**src/design/adc_pkg.sv**
```systemverilog
// Shared constants, field layouts and types of the two-unit converter.
// Assumes one system clock at 20 MHz and an external conversion-clock
// enable produced by the chip's clock generation logic.
package adc_pkg;

  localparam int UNITS = 2;
  localparam int CH_UNIT0 = 8;
  localparam int CH_UNIT1 = 21;
  localparam int RES_BITS = 12;
  localparam int DATA_W = 16;
  localparam int SLOTS = 32;

  // Conversion times as stated, at the nominal conversion clock rate.
  localparam int CONV_CLK_MHZ = 60;
  localparam int T12_NS = 480;
  localparam int T10_NS = 450;
  localparam int T8_NS = 420;
  localparam logic [4:0] T12_TICKS =
    5'((T12_NS * CONV_CLK_MHZ + 999) / 1000);
  localparam logic [4:0] T10_TICKS =
    5'((T10_NS * CONV_CLK_MHZ + 999) / 1000);
  localparam logic [4:0] T8_TICKS =
    5'((T8_NS * CONV_CLK_MHZ + 999) / 1000);

  // Register map, byte addresses on the 12-bit APB address.
  localparam logic [11:0] UNIT_STRIDE = 12'h100;
  localparam logic [7:0] CTRL_OFF = 8'h00;
  localparam logic [7:0] STAT_OFF = 8'h04;
  localparam logic [7:0] RES_BASE = 8'h80;
  localparam logic [11:0] RATIO_ADDR = 12'h200;

  // Control register fields.
  localparam int CTRL_START_BIT = 0;
  localparam int CTRL_ACC_LSB = 1;
  localparam int CTRL_ADD_LSB = 3;
  localparam int CTRL_TGT_LSB = 5;
  localparam int CTRL_CH_LSB = 8;
  localparam logic [31:0] CTRL_RST = 32'h0000_0000;
  localparam logic [1:0] RATIO_RST = 2'h0;

  // Result slots inside one unit; 0 to 20 are channel registers on unit one, 0 to 7 on unit zero.
  localparam logic [4:0] SLOT_DUP = 5'h18;
  localparam logic [4:0] SLOT_EXT0 = 5'h19;
  localparam logic [4:0] SLOT_EXT1 = 5'h1a;
  localparam logic [4:0] SLOT_DIAG = 5'h1b;
  localparam logic [4:0] SLOT_TEMP = 5'h1c;
  localparam logic [4:0] SLOT_VREF = 5'h1d;

  // Source codes presented to the analog multiplexer.
  localparam logic [4:0] SRC_TEMP = 5'h1d;
  localparam logic [4:0] SRC_VREF = 5'h1e;
  localparam logic [4:0] SRC_DIAG = 5'h1f;

  localparam logic [4:0] ADD4_LEFT = 5'h03;
  localparam logic [4:0] ADD16_LEFT = 5'h0f;

  typedef enum logic [1:0] {
    ACC_12 = 2'h0,
    ACC_10 = 2'h1,
    ACC_8 = 2'h2
  } acc_t;

  typedef enum logic [1:0] {
    ADD_OFF = 2'h0,
    ADD_X4 = 2'h1,
    ADD_X16 = 2'h2
  } add_t;

  typedef enum logic [2:0] {
    TGT_CH = 3'h0,
    TGT_DBL = 3'h1,
    TGT_EXT0 = 3'h2,
    TGT_EXT1 = 3'h3,
    TGT_TEMP = 3'h4,
    TGT_VREF = 3'h5,
    TGT_DIAG = 3'h6
  } tgt_t;

  typedef struct packed {
    logic psel;
    logic penable;
    logic pwrite;
    logic [11:0] paddr;
    logic [31:0] pwdata;
  } apb_req_t;

  typedef struct packed {
    logic [4:0] src;
    logic [11:0] trial;
    logic busy;
  } ana_sel_t;

endpackage

```
**src/design/sar_adc_result_control.sv**
```systemverilog
// Control and result storage of the two-unit 12-bit converter, APB slave.
// Assumes synchronous APB at mclk and a one-cycle conversion-clock enable
// from the clock generation logic.
//
// What this block does
// - Twelve-bit conversions, 0.48/0.45/0.42 us per channel.
// - Bus to conversion clock ratio 1,2,4,8 only.
// - Conversion clock comes from outside, only consumed.
// - 29 channel registers: unit0 8, unit1 21.
// - One duplication register per unit.
// - Two extended duplication registers per unit.
// - Unit one holds a temperature sensor register.
// - Unit one holds an internal reference register.
// - One self-diagnosis register per unit.
// - Results land in 16-bit data registers.
// - Accuracy 8/10/12 sets width and time.
// - Addition mode widens result by 2 or 4.
// - Double trigger: first to channel, second duplicated.
`timescale 1ns/1ps
module sar_adc_result_control (
  input wire logic mclk,
  input wire logic sys_rst,
  input wire adc_pkg::apb_req_t apb_req,
  output logic [31:0] prdata,
  output logic pready,
  output logic pslverr,
  input wire logic conv_clk_en,
  input wire logic [1:0] cmp_hi,
  output adc_pkg::ana_sel_t [1:0] ana_sel,
  output logic [1:0] ratio_sel
);

  typedef enum logic [2:0] {
    U_IDLE = 3'b001,
    U_RUN = 3'b010,
    U_STORE = 3'b100
  } unit_state_t;

  logic setup_ph;
  logic access_wr;
  logic [1:0] unit_hit;
  logic [1:0][31:0] unit_rdata;
  logic [1:0] ratio_r;
  logic [31:0] prdata_r;
  logic ratio_hit;

  assign setup_ph = apb_req.psel & ~apb_req.penable;
  assign access_wr = apb_req.psel & apb_req.penable & apb_req.pwrite;
  assign ratio_hit = (apb_req.paddr == adc_pkg::RATIO_ADDR);
  assign pready = 1'b1;
  assign pslverr = apb_req.psel & apb_req.penable & ~ratio_hit
                   & ~(|unit_hit);
  assign prdata = prdata_r;
  assign ratio_sel = ratio_r;

  // The ratio is only requested here; the clock generation logic makes the
  // enable, so a 2-bit field cannot encode anything but the four ratios.
  always_ff @(posedge mclk) begin
    if (sys_rst) begin
      ratio_r <= adc_pkg::RATIO_RST;
    end else if (access_wr && ratio_hit) begin
      ratio_r <= apb_req.pwdata[1:0];
    end
  end

  // Read data is captured in the setup cycle, so the word handed out is
  // one whole register value even if a store lands in the access cycle.
  always_ff @(posedge mclk) begin
    if (sys_rst) begin
      prdata_r <= 32'h0000_0000;
    end else if (setup_ph && !apb_req.pwrite) begin
      if (ratio_hit) begin
        prdata_r <= {30'h0000_0000, ratio_r};
      end else if (unit_hit[0]) begin
        prdata_r <= unit_rdata[0];
      end else if (unit_hit[1]) begin
        prdata_r <= unit_rdata[1];
      end else begin
        prdata_r <= 32'h0000_0000;
      end
    end
  end

  for (genvar u = 0; u < adc_pkg::UNITS; u++) begin : g_unit
    localparam logic [4:0] NCH = (u == 0) ? 5'(adc_pkg::CH_UNIT0)
                                          : 5'(adc_pkg::CH_UNIT1);
    localparam logic [11:0] BASE = 12'(u * adc_pkg::UNIT_STRIDE);

    unit_state_t state_r;
    adc_pkg::acc_t acc_r;
    adc_pkg::add_t add_r;
    adc_pkg::tgt_t tgt_r;
    logic [4:0] ch_r;
    logic dbl_second_r;
    logic [4:0] add_left_r;
    logic [15:0] sum_r;
    logic [15:0] mem_r [adc_pkg::SLOTS];
    logic in_unit;
    logic [7:0] off;
    logic [4:0] rd_slot;
    logic slot_ok;
    logic ctrl_wr;
    logic start_ok;
    logic tgt_ok;
    logic eng_start;
    logic eng_busy;
    logic eng_done;
    logic [11:0] eng_result;
    logic [11:0] eng_trial;
    logic [3:0] bits;
    logic [4:0] ticks;
    logic [4:0] wr_slot;
    logic [4:0] src;
    logic [15:0] sum_nxt;
    adc_pkg::tgt_t wr_tgt;

    assign in_unit = (apb_req.paddr[11:8] == BASE[11:8]);
    assign off = apb_req.paddr[7:0];
    assign rd_slot = off[6:2];
    assign ctrl_wr = access_wr && in_unit && (off == adc_pkg::CTRL_OFF);
    assign wr_tgt =
      adc_pkg::tgt_t'(apb_req.pwdata[adc_pkg::CTRL_TGT_LSB +: 3]);

    // Only existing result slots decode; the rest answer with an error.
    always_comb begin
      slot_ok = 1'b0;
      if (rd_slot < NCH) begin
        slot_ok = 1'b1;
      end else if (rd_slot == adc_pkg::SLOT_DUP
                   || rd_slot == adc_pkg::SLOT_EXT0
                   || rd_slot == adc_pkg::SLOT_EXT1
                   || rd_slot == adc_pkg::SLOT_DIAG) begin
        slot_ok = 1'b1;
      end else if (u == 1 && (rd_slot == adc_pkg::SLOT_TEMP
                   || rd_slot == adc_pkg::SLOT_VREF)) begin
        slot_ok = 1'b1;
      end
    end

    always_comb begin
      unit_hit[u] = 1'b0;
      unit_rdata[u] = 32'h0000_0000;
      if (in_unit && off == adc_pkg::CTRL_OFF) begin
        unit_hit[u] = 1'b1;
        unit_rdata[u] = {19'h0_0000, ch_r, tgt_r, add_r, acc_r, 1'b0};
      end else if (in_unit && off == adc_pkg::STAT_OFF) begin
        unit_hit[u] = 1'b1;
        unit_rdata[u] = {30'h0000_0000, dbl_second_r, state_r != U_IDLE};
      end else if (in_unit && off[7] && off[1:0] == 2'h0 && slot_ok) begin
        unit_hit[u] = 1'b1;
        unit_rdata[u] = {16'h0000, mem_r[rd_slot]};
      end
    end

    // Temperature and reference sources exist on unit one only.
    assign tgt_ok = (wr_tgt == adc_pkg::TGT_TEMP
                     || wr_tgt == adc_pkg::TGT_VREF) ? (u == 1)
                    : (wr_tgt <= adc_pkg::TGT_DIAG);
    assign start_ok = ctrl_wr && (state_r == U_IDLE)
                      && apb_req.pwdata[adc_pkg::CTRL_START_BIT] && tgt_ok
                      && (apb_req.pwdata[adc_pkg::CTRL_CH_LSB +: 5] < NCH);

    always_comb begin
      case (acc_r)
        adc_pkg::ACC_10: begin
          bits = 4'd10;
          ticks = adc_pkg::T10_TICKS;
        end
        adc_pkg::ACC_8: begin
          bits = 4'd8;
          ticks = adc_pkg::T8_TICKS;
        end
        default: begin
          bits = 4'd12;
          ticks = adc_pkg::T12_TICKS;
        end
      endcase
    end

    always_comb begin
      case (tgt_r)
        adc_pkg::TGT_DBL: wr_slot = dbl_second_r ? adc_pkg::SLOT_DUP
                                                 : ch_r;
        adc_pkg::TGT_EXT0: wr_slot = adc_pkg::SLOT_EXT0;
        adc_pkg::TGT_EXT1: wr_slot = adc_pkg::SLOT_EXT1;
        adc_pkg::TGT_TEMP: wr_slot = adc_pkg::SLOT_TEMP;
        adc_pkg::TGT_VREF: wr_slot = adc_pkg::SLOT_VREF;
        adc_pkg::TGT_DIAG: wr_slot = adc_pkg::SLOT_DIAG;
        default: wr_slot = ch_r;
      endcase
    end

    always_comb begin
      case (tgt_r)
        adc_pkg::TGT_TEMP: src = adc_pkg::SRC_TEMP;
        adc_pkg::TGT_VREF: src = adc_pkg::SRC_VREF;
        adc_pkg::TGT_DIAG: src = adc_pkg::SRC_DIAG;
        default: src = ch_r;
      endcase
    end

    assign eng_start = start_ok || (state_r == U_RUN && eng_done
                                    && add_left_r != 5'h00);
    assign sum_nxt = sum_r + {4'h0, eng_result};

    // Conversions advance only on the externally made enable.
    sar_engine u_eng (
      .mclk(mclk),
      .sys_rst(sys_rst),
      .tick(conv_clk_en),
      .start(eng_start),
      .bits(bits),
      .ticks(ticks),
      .cmp_hi(cmp_hi[u]),
      .busy(eng_busy),
      .done(eng_done),
      .result(eng_result),
      .trial(eng_trial)
    );

    assign ana_sel[u].src = src;
    assign ana_sel[u].trial = eng_trial;
    assign ana_sel[u].busy = eng_busy;

    // Configuration is frozen while a conversion is running.
    always_ff @(posedge mclk) begin
      if (sys_rst) begin
        acc_r <= adc_pkg::acc_t'(
                 adc_pkg::CTRL_RST[adc_pkg::CTRL_ACC_LSB +: 2]);
        add_r <= adc_pkg::add_t'(
                 adc_pkg::CTRL_RST[adc_pkg::CTRL_ADD_LSB +: 2]);
        tgt_r <= adc_pkg::tgt_t'(
                 adc_pkg::CTRL_RST[adc_pkg::CTRL_TGT_LSB +: 3]);
        ch_r <= adc_pkg::CTRL_RST[adc_pkg::CTRL_CH_LSB +: 5];
      end else if (ctrl_wr && state_r == U_IDLE) begin
        acc_r <= adc_pkg::acc_t'(apb_req.pwdata[adc_pkg::CTRL_ACC_LSB +: 2]);
        add_r <= adc_pkg::add_t'(apb_req.pwdata[adc_pkg::CTRL_ADD_LSB +: 2]);
        tgt_r <= wr_tgt;
        ch_r <= apb_req.pwdata[adc_pkg::CTRL_CH_LSB +: 5];
      end
    end

    always_ff @(posedge mclk) begin
      if (sys_rst) begin
        state_r <= U_IDLE;
        add_left_r <= 5'h00;
        sum_r <= 16'h0000;
      end else begin
        case (state_r)
          U_IDLE: begin
            if (start_ok) begin
              state_r <= U_RUN;
              sum_r <= 16'h0000;
              case (adc_pkg::add_t'(
                    apb_req.pwdata[adc_pkg::CTRL_ADD_LSB +: 2]))
                adc_pkg::ADD_X4: add_left_r <= adc_pkg::ADD4_LEFT;
                adc_pkg::ADD_X16: add_left_r <= adc_pkg::ADD16_LEFT;
                default: add_left_r <= 5'h00;
              endcase
            end
          end
          U_RUN: begin
            if (eng_done) begin
              // Four or sixteen results add two or four bits.
              sum_r <= sum_nxt;
              if (add_left_r == 5'h00) begin
                state_r <= U_STORE;
              end else begin
                add_left_r <= add_left_r - 5'h01;
              end
            end
          end
          U_STORE: state_r <= U_IDLE;
          default: state_r <= U_IDLE;
        endcase
      end
    end

    // The whole sum lands in one edge, never piecewise.
    always_ff @(posedge mclk) begin
      if (sys_rst) begin
        for (int i = 0; i < adc_pkg::SLOTS; i++) begin
          mem_r[i] <= 16'h0000;
        end
      end else if (state_r == U_STORE) begin
        mem_r[wr_slot] <= sum_r;
      end
    end

    // Double trigger pairing restarts on any control write while idle, except one that starts a double-trigger conversion.
    always_ff @(posedge mclk) begin
      if (sys_rst) begin
        dbl_second_r <= 1'b0;
      end else if (state_r == U_STORE && tgt_r == adc_pkg::TGT_DBL) begin
        dbl_second_r <= ~dbl_second_r;
      end else if (ctrl_wr && state_r == U_IDLE && !start_ok) begin
        dbl_second_r <= 1'b0;
      end else if (start_ok && wr_tgt != adc_pkg::TGT_DBL) begin
        dbl_second_r <= 1'b0;
      end
    end
  end

endmodule

```
**src/design/sar_engine.sv**
```systemverilog
// One successive-approximation sequencer, paced by conversion-clock ticks.
// Assumes the comparator answer for the presented trial code is valid at
// the next tick.
`timescale 1ns/1ps
module sar_engine (
  input wire logic mclk,
  input wire logic sys_rst,
  input wire logic tick,
  input wire logic start,
  input wire logic [3:0] bits,
  input wire logic [4:0] ticks,
  input wire logic cmp_hi,
  output logic busy,
  output logic done,
  output logic [11:0] result,
  output logic [11:0] trial
);

  typedef enum logic [1:0] {
    ENG_IDLE = 2'b01,
    ENG_RUN = 2'b10
  } eng_state_t;

  eng_state_t state_r;
  logic [4:0] cnt_r;
  logic [11:0] code_r;
  logic [11:0] mask_r;
  logic [11:0] trial_r;
  logic [11:0] result_r;
  logic done_r;
  logic [11:0] code_nxt;

  assign code_nxt = cmp_hi ? trial_r : code_r;
  assign busy = (state_r == ENG_RUN);
  assign done = done_r;
  assign result = result_r;
  assign trial = trial_r;

  always_ff @(posedge mclk) begin
    if (sys_rst) begin
      state_r <= ENG_IDLE;
      cnt_r <= 5'h00;
      code_r <= 12'h000;
      mask_r <= 12'h000;
      trial_r <= 12'h000;
      result_r <= 12'h000;
      done_r <= 1'b0;
    end else begin
      done_r <= 1'b0;
      case (state_r)
        ENG_IDLE: begin
          if (start) begin
            state_r <= ENG_RUN;
            cnt_r <= 5'h00;
            code_r <= 12'h000;
            mask_r <= 12'h800;
            trial_r <= 12'h800;
          end
        end
        ENG_RUN: begin
          if (tick) begin
            cnt_r <= cnt_r + 5'h01;
            // Only the top bits are trialled at reduced accuracy.
            if (cnt_r < {1'b0, bits}) begin
              code_r <= code_nxt;
              mask_r <= mask_r >> 1;
              trial_r <= code_nxt | (mask_r >> 1);
            end
            if (cnt_r == ticks - 5'h01) begin
              state_r <= ENG_IDLE;
              done_r <= 1'b1;
              result_r <= code_r >> (4'd12 - bits);
            end
          end
        end
        default: state_r <= ENG_IDLE;
      endcase
    end
  end

endmodule

```
**config.mk**
```make
export PLATFORM = sky130hd
export DESIGN_NAME = sar_adc_result_control
export DESIGN_NICKNAME = d
export VERILOG_FILES = /design/src/design/adc_pkg.sv /design/src/design/sar_adc_result_control.sv /design/src/design/sar_engine.sv
export SDC_FILE = /design/constraint.sdc
export NUM_CORES = 2
export LEC_CHECK = 0
export ABC_AREA = 0
export BUFFER_PORTS_ARGS = -buffer_cell sky130_fd_sc_hd__buf_2
export CORE_MARGIN = 2
export CORE_UTILIZATION = 55
export DETAILED_ROUTE_END_ITERATION = 6
export PLACE_DENSITY = 0.81
export SLEW_MARGIN = 20
export SYNTH_ARGS = -nofsm -noshare
export SYNTH_HDL_FRONTEND = slang
export SYNTH_HIERARCHICAL = 1
export SYNTH_SLANG_ARGS = --single-unit
```
**constraint.sdc**
```tcl
create_clock -name mclk -period 4.69 [get_ports mclk]
set_input_delay 0.469 -clock mclk [delete_from_list [all_inputs] [get_ports mclk]]
set_output_delay 0.469 -clock mclk [all_outputs]
set_load 0.1 [all_outputs]
```
==> Yosys cells after proc, flatten, opt, wreduce, memory -nomap -nowiden <==
Memory sizes are Yosys's and may differ from the RTL's.
Cells that the tools add are included.
{ "op_classes": {"n_addsub": 10, "multipliers": 0, "div_mod_pow": 0, "order_cmp": 7, "eq_ne": 60, "shifts": 2, "n_mux": 115, "bitwise": 15, "reduce_logical": 76} }
{ "ops": {"columns": ["operator", "n"], "rows": [
  ["16-bit two-way mux", 15],
  ["12-bit two-way mux", 18],
  ["12-bit case mux with 2 select lines", 6],
  ["5-bit two-way mux", 14],
  ["16-bit case mux with 2 select lines", 2],
  ["5-bit case mux with 6 select lines", 2],
  ["5-bit case mux with 2 select lines", 4],
  ["3-bit case mux with 2 select lines", 6],
  ["1-bit logical AND", 34],
  ["16-bit by 12-bit adder with 16-bit output", 2],
  ["16-bit OR reduction", 2],
  ["1-bit two-way mux", 31],
  ["3-bit == test (second input constant)", 10],
  ["5-bit == test (second input constant)", 6],
  ["5-bit case mux with 3 select lines", 2],
  ["3-bit AND reduction", 10],
  ["12-bit by 11-bit OR with 12-bit output", 2],
  ["12-bit by 4-bit right shift with 12-bit output", 2],
  ["3-bit by 2-bit == test with 1-bit output (second input constant)", 6],
  ["3-bit two-way mux", 6],
  ["2-bit by 1-bit inequality test with 1-bit output (second input constant)", 8],
  ["2-bit inequality test (second input constant)", 8],
  ["4-bit AND reduction", 4],
  ["12-bit by 10-bit == test with 1-bit output (second input constant)", 1],
  ["31 further kinds", 84]
]} }
{ "totals": {"regBits": 220, "latchBits": 0, "ram_bits": 1024, "romBits": 0, "in_bits": 52, "output_inout_bits": 72, "elab_cells": 319, "memories": 2} }
{ "mem_list": {"columns": ["memory", "words", "word_bits", "read_ports", "rd_ports_with_merged_regs", "wr", "line", "source"], "rows": [
  ["g_unit[0].mem_r", 32, 16, 1, 0, 32, "sar_adc_result_control.sv:97", "logic [15:0] mem_r [adc_pkg::SLOTS];"],
  ["g_unit[1].mem_r", 32, 16, 1, 0, 32, "sar_adc_result_control.sv:97", null]
]} }

==> Longest topological paths before layout <==
{ "depth": {"depth_word": 13, "mapped_depth": 13, "mapped_depth_nobuf": 11} }

==> By module <==
The synthesis kept the hierarchy.
{ "modules_own_cells": {"columns": ["mod", "instances", "cells_per_inst", "area_each_um2", "seq_area_each_um2"], "rows": [
  ["sar_adc_result_control", 1, 3003, 39740.6, 23822.8],
  ["sar_engine", 2, 317, 2790.2, 1101.1]
]} }

==> Worst setup path after synthesis <==
OpenSTA, ideal clock, no wires.
{ "synth_path": {"kind": "input to output", "start": "in apb_req[37] (netlist bit)", "end": "out pslverr", "arrival_ns": 2.855, "t_required_ns": 4.221, "setup_slack_ns": 1.366, "path_stages": 8, "n_path_buf": 4, "path_cell_list": "buf_2 > or2_2 > clkbuf_1 > a211oi_2 > a21o_1 > buf_4 > buf_4 > nor2_1"} }
{ "synth_between": {"elab_chain_cells": 13, "elab_cells_between_ends": 37, "cone_classes": "2 x order compare; 8 x eq/ne; 11 x mux; 4 x bitwise; 12 x reduce/logical"} }
{ "synth_lines": {"columns": ["element", "line", "source"], "rows": [
  ["start, declared", "sar_adc_result_control.sv:23", "input wire adc_pkg::apb_req_t apb_req,"],
  ["5-bit == test, on equally long branches", "sar_adc_result_control.sv:129, sar_adc_result_control.sv:130", null],
  ["1-bit logical OR", "sar_adc_result_control.sv:130", "|| rd_slot == adc_pkg::SLOT_EXT0"],
  ["1-bit logical OR", "sar_adc_result_control.sv:131", "|| rd_slot == adc_pkg::SLOT_EXT1"],
  ["1-bit logical OR", "sar_adc_result_control.sv:132", "|| rd_slot == adc_pkg::SLOT_DIAG) begin"],
  ["1-bit two-way mux", "sar_adc_result_control.sv:129", "end else if (rd_slot == adc_pkg::SLOT_DUP"],
  ["1-bit two-way mux", "sar_adc_result_control.sv:127", "if (rd_slot < NCH) begin"],
  ["1-bit logical AND", "sar_adc_result_control.sv:149", "end else if (in_unit && off[7] && off[1:0] == 2'h0 && slot_ok) begin"],
  ["1-bit two-way mux", "sar_adc_result_control.sv:149", null],
  ["1-bit two-way mux", "sar_adc_result_control.sv:146", "end else if (in_unit && off == adc_pkg::STAT_OFF) begin"],
  ["1-bit two-way mux", "sar_adc_result_control.sv:143", "if (in_unit && off == adc_pkg::CTRL_OFF) begin"],
  ["2-bit OR reduction", "sar_adc_result_control.sv:52", "& ~(|unit_hit);"],
  ["1-bit inverter", "sar_adc_result_control.sv:52", null],
  ["1-bit bitwise AND *", "sar_adc_result_control.sv:52", null],
  ["end, declared", "sar_adc_result_control.sv:26", "output logic pslverr,"]
]} }
Mark *: on every way between the ends. The rest lies on a longest branch, timed or not.

==> impl_table.tex <==
\begin{tabular}{lr}
\hline
Metric & Value \\
\hline
\multicolumn{2}{l}{\textbf{Routing}} \\
\quad Vias per cell & between 6 and 7 \\
\quad \# DRC & 0 \\
\quad Wirelength, routed & about 110 mm \\
\quad Number of optimization iterations in the first detailed-route pass & 6 \\
\quad Drt wl/cell & between 20 and 25 um \\
\quad Number of DRC markers in iteration 0 & about 3,200 \\
\quad Antenna Violating Nets Remaining & 0 \\
\quad Detailed-route via count & 29,614 \\
\multicolumn{2}{l}{\textbf{Setup path}} \\
\quad Critical Path Start & g\_unit[1].tgt\_r[1]\$\_SDFFE\_PP0P\_ \\
\quad Worst R2R Path Depth & 5 \\
\quad Class of the most critical setup path & flop to flop \\
\quad Worst setup SP type & flop \\
\quad Endpoint type of the worst setup path & flop \\
\quad CP endpoint & g\_unit[1].mem\_r[2][15]\$\_SDFFCE\_PN0P\_ \\
\quad Required time reported for the critical path endpoint & 4.98 ns \\
\quad Worst reg2reg path startpoint & g\_unit[1].tgt\_r[1]\$\_SDFFE\_PP0P\_ \\
\quad Flop-to-flop setup slack & between 1 and 1.5 ns \\
\quad Maximum fanout along the worst path & 19 \\
\quad Critical register-to-register path endpoint & g\_unit[1].mem\_r[2][15]\$\_SDFFCE\_PN0P\_ \\
\quad Arrival time of the worst setup path & roughly 3.8 ns \\
\multicolumn{2}{l}{\textbf{Timing}} \\
\quad Highest clock frequency the design can meet & 283 MHz \\
\quad Tightest slew margin relative to the limit & approximately a quarter \\
\quad Final setup margin & between 1 and 1.5 ns \\
\quad Min Clock Period, post-route & approximately 3.5 ns \\
\quad Worst Max-Slew Pin Slew & around 1.1 ns \\
\quad Setup\_tns & 0 ns \\
\quad Number of max-slew violations in the final report & 0 \\
\quad Worst Skew & about 0.03 ns \\
\quad Final setup vio count & 0 \\
\quad Final-layout worst hold slack & 0.0964 ns \\
\quad Portion of the clock cycle consumed by the worst path in the final layout & around 75\% \\
\quad Final hold viol count & 0 \\
\quad Setup repair after global routing missed its margin & false \\
\multicolumn{2}{l}{\textbf{Clocking}} \\
\quad Postcts setup bufs & 0 \\
\quad Clk Tree Root Cell & clkbuf\_16 \\
\quad Worst-skew pair later-pin latency & 0.67 ns \\
\quad Number of H-tree levels & 3 \\
\quad TritonCTS clock tree & built \\
\quad Total clock buffers created by CTS & 91 \\
\quad Clock tree buffer depth & 3 \\
\quad Clk sink count & 934 \\
\quad Number of gates resized after cts & 0 \\
\quad CTS clk-pin slew, worst paths & roughly 0.06 ns \\
\quad Number of buffers added to fix hold violations after cts & 0 \\
\multicolumn{2}{l}{\textbf{Power}} \\
\quad Leakage power of the design & approximately 17 nW \\
\quad Pwr Density & roughly 360 nW/um\^{}2 \\
\quad Final Total Pwr & 17.6 mW \\
\quad Maximum VDD drop & between 200 and 300 uV \\
\multicolumn{2}{l}{\textbf{Floorplan}} \\
\quad Full die area & around 85,000 sq um \\
\quad Number of top-level pins & between 100 and 150 \\
\quad Die Span Y & just under 300 um \\
\quad Site row count & about 110 \\
\quad Starting density of the core & between 50 and 60\% \\
\quad Floorplan Core Area & a little over 80,000 sq um \\
\quad Die outline width & slightly below 300 um \\
\multicolumn{2}{l}{\textbf{Final layout}} \\
\quad Final design utilization & approximately 60\% \\
\quad Filler Cells Inserted & approximately 6,000 \\
\quad Area growth from synthesis to layout & 8.93\% \\
\quad Final net count & about 3,700 \\
\quad Layout cells sized above 1 & 15.9\% \\
\multicolumn{2}{l}{\textbf{Min path}} \\
\quad Instance count along the most critical hold path & 3 \\
\quad Min-Delay Path Class & input pin to flop \\
\multicolumn{2}{l}{\textbf{Synth}} \\
\quad Top flip-flop cell by instance count after synthesis & edfxtp\_1 \\
\quad Gate count of the mapped netlist & roughly 3,600 \\
\quad \#FFs+latches synth & around 930 \\
\quad Post-synthesis area per instance & about 12 sq um \\
\quad Proportion of synthesized flip-flops having asynchronous set or reset & 0\% \\
\quad Sequential cell area fraction in the yosys report & between 50\% and 60\% \\
\quad Post-synthesis instance area & around 45,000 sq um \\
\quad Count of yosys warnings during synthesis & 6 \\
\quad Number of synthesized flops with an enable pin & approximately 730 \\
\quad Yosys cell types & 94 \\
\multicolumn{2}{l}{\textbf{Job}} \\
\quad Max Cap Violations & 0 \\
\multicolumn{2}{l}{\textbf{Placed design}} \\
\quad Routability-driven placement congestion ratio & around 0.98 \\
\quad IO buf count & between 80 and 90 \\
\quad Worst slack after detailed placement & between 0.9 and 1 ns \\
\quad Detailed Place HPWL & around 75 mm \\
\multicolumn{2}{l}{\textbf{GRT}} \\
\quad Global-route wire length before repair & approximately 170 mm \\
\quad GRT Residual Overflow & 0 \\
\quad Largest net degree at the start of global routing & approximately 120 \\
\quad Number of global-route vias before repair & 29,018 \\
\quad Overall fraction of global-route tracks in use & between 20 and 30\% \\
\quad Antenna violations before repair & 19 \\
\multicolumn{2}{l}{\textbf{Run status}} \\
\quad Status & finished, final reports clean \\
\hline
\end{tabular}
==> layout make-up <==
| class | count | area (sq um) | share of cell area (%) |
|---|---|---|---|
| Tap cell | 1070 | 1340 | 2.71 |
| Inverter | 43 | 161 | 0.327 |
| Multi-Input combinational cell | 2356 | 17700 | 35.9 |
| Sequential cell | 934 | 26000 | 52.7 |
| Clock buffer | 111 | 2450 | 4.97 |
| Clock inverter | 59 | 515 | 1.04 |
| Timing Repair Buffer | 172 | 1130 | 2.29 |
| Antenna cell | 4 | 10.0 | 0.0203 |
==> power by group <==
group / internal [mW] / switching, mW
clock: 4.17 / 3.15
sequential: 9.20 / 0.0835
combinational: 0.375 / 0.665
total: 13.7 / 3.90
==> cells in the final DEF (no fill, tap or decap), drive strengths merged, types with 29 or more instances in the layout <==
cell	instances
clkinv	42
a22o	31
dfxtp	202
nor2	186
mux2i	72
buf	171
edfxtp	732
and2	695
ha	45
nand3	73
o21ai	117
clkbuf	112
mux4	190
a22oi	29
nor4	30
nor3	93
conb	29
a21oi	130
nand2b	48
inv	46
nand2	201
==> worst max-delay path, cell delays in order (launching register included) <==
cell	delay [ns]
dfxtp_1	0.60
a21oi_1	0.17
nor3_2	0.59
nand3_2	0.65
nor2b_1	0.66
or2_2	0.50
==> Yosys cell counts (all sizes together) (29+ instances only) <==
| cell | count | area, sq um |
|---|---|---|
| inv | 42 | 158 |
| nor4 | 30 | 218 |
| mux4 | 190 | 4280 |
| clkbuf | 226 | 853 |
| buf | 105 | 671 |
| a22oi | 29 | 218 |
| mux2i | 72 | 721 |
| ha | 45 | 563 |
| nand3 | 73 | 408 |
| nor3 | 93 | 505 |
| nor2 | 186 | 701 |
| nand2b | 48 | 300 |
| o21ai | 117 | 586 |
| a22o | 31 | 272 |
| and2 | 695 | 4350 |
| edfxtp | 732 | 22000 |
| nand2 | 201 | 757 |
| a21oi | 130 | 651 |
| dfxtp | 202 | 4040 |
==> per-layer routing <==
layer	global-route usage, %	share of wire [%]	vias up	wire, um
met5	0	0.097	-	111
met4	11.5	4.3	20	4980
met3	7.57	12	315	13800
met2	42.7	47	1604	53700
met1	35.1	37	14477	42300
li1	-	-	13198	-
==> registers in the layout, summed over array words and instances, names as in the netlist, 10 cells and up <==
register,flops
g_unit.mem_r,732
g_unit.sum_r,32
g_unit.u_eng/code_r,24
g_unit.u_eng/result,24
g_unit.u_eng/trial,24
g_unit.u_eng/mask_r,22
prdata,16
g_unit.add_left_r,10
g_unit.ch_r,10
g_unit.u_eng/cnt_r,10
==> logic make-up (layout without fill, tap and decap cells) <==
family,count (synthesis),count (layout),synth area share (%)
simple gates,1463,1463,18.2
flops,934,934,57.4
compound gates,503,503,7.24
buf+inv,374,385,3.72
mux,275,275,11.4
fa+ha+maj,47,47,1.33
xor+xnor,39,39,0.754
other cells,2,33,0.0166
==> stage by stage <==
stage	std cells	instance area, sq um
final	4749	49400
after global routing	4747	49400
after CTS	4745	49400
after detailed placement	4575	46400
after global placement	4575	46400
after floorplan	3664	45400
==> worst min-delay path by stage <==
stage | startpoint | to
floorplan | g_unit[0].u_eng/result[4]$_SDFFE_PP0P_ | g_unit[0].u_eng/result[4]$_SDFFE_PP0P_
global placement | prdata[14]$_SDFFE_PP0P_ | prdata[14]$_SDFFE_PP0P_
detailed placement | g_unit[1].u_eng/result[10]$_SDFFE_PP0P_ | g_unit[1].u_eng/result[10]$_SDFFE_PP0P_
CTS | apb_req[0] | ratio_sel[0]$_SDFFE_PP0P_
global route | apb_req[0] | ratio_sel[0]$_SDFFE_PP0P_
finish | apb_req[0] | ratio_sel[0]$_SDFFE_PP0P_
No activity file was read; power rests on OpenSTA's default activity.
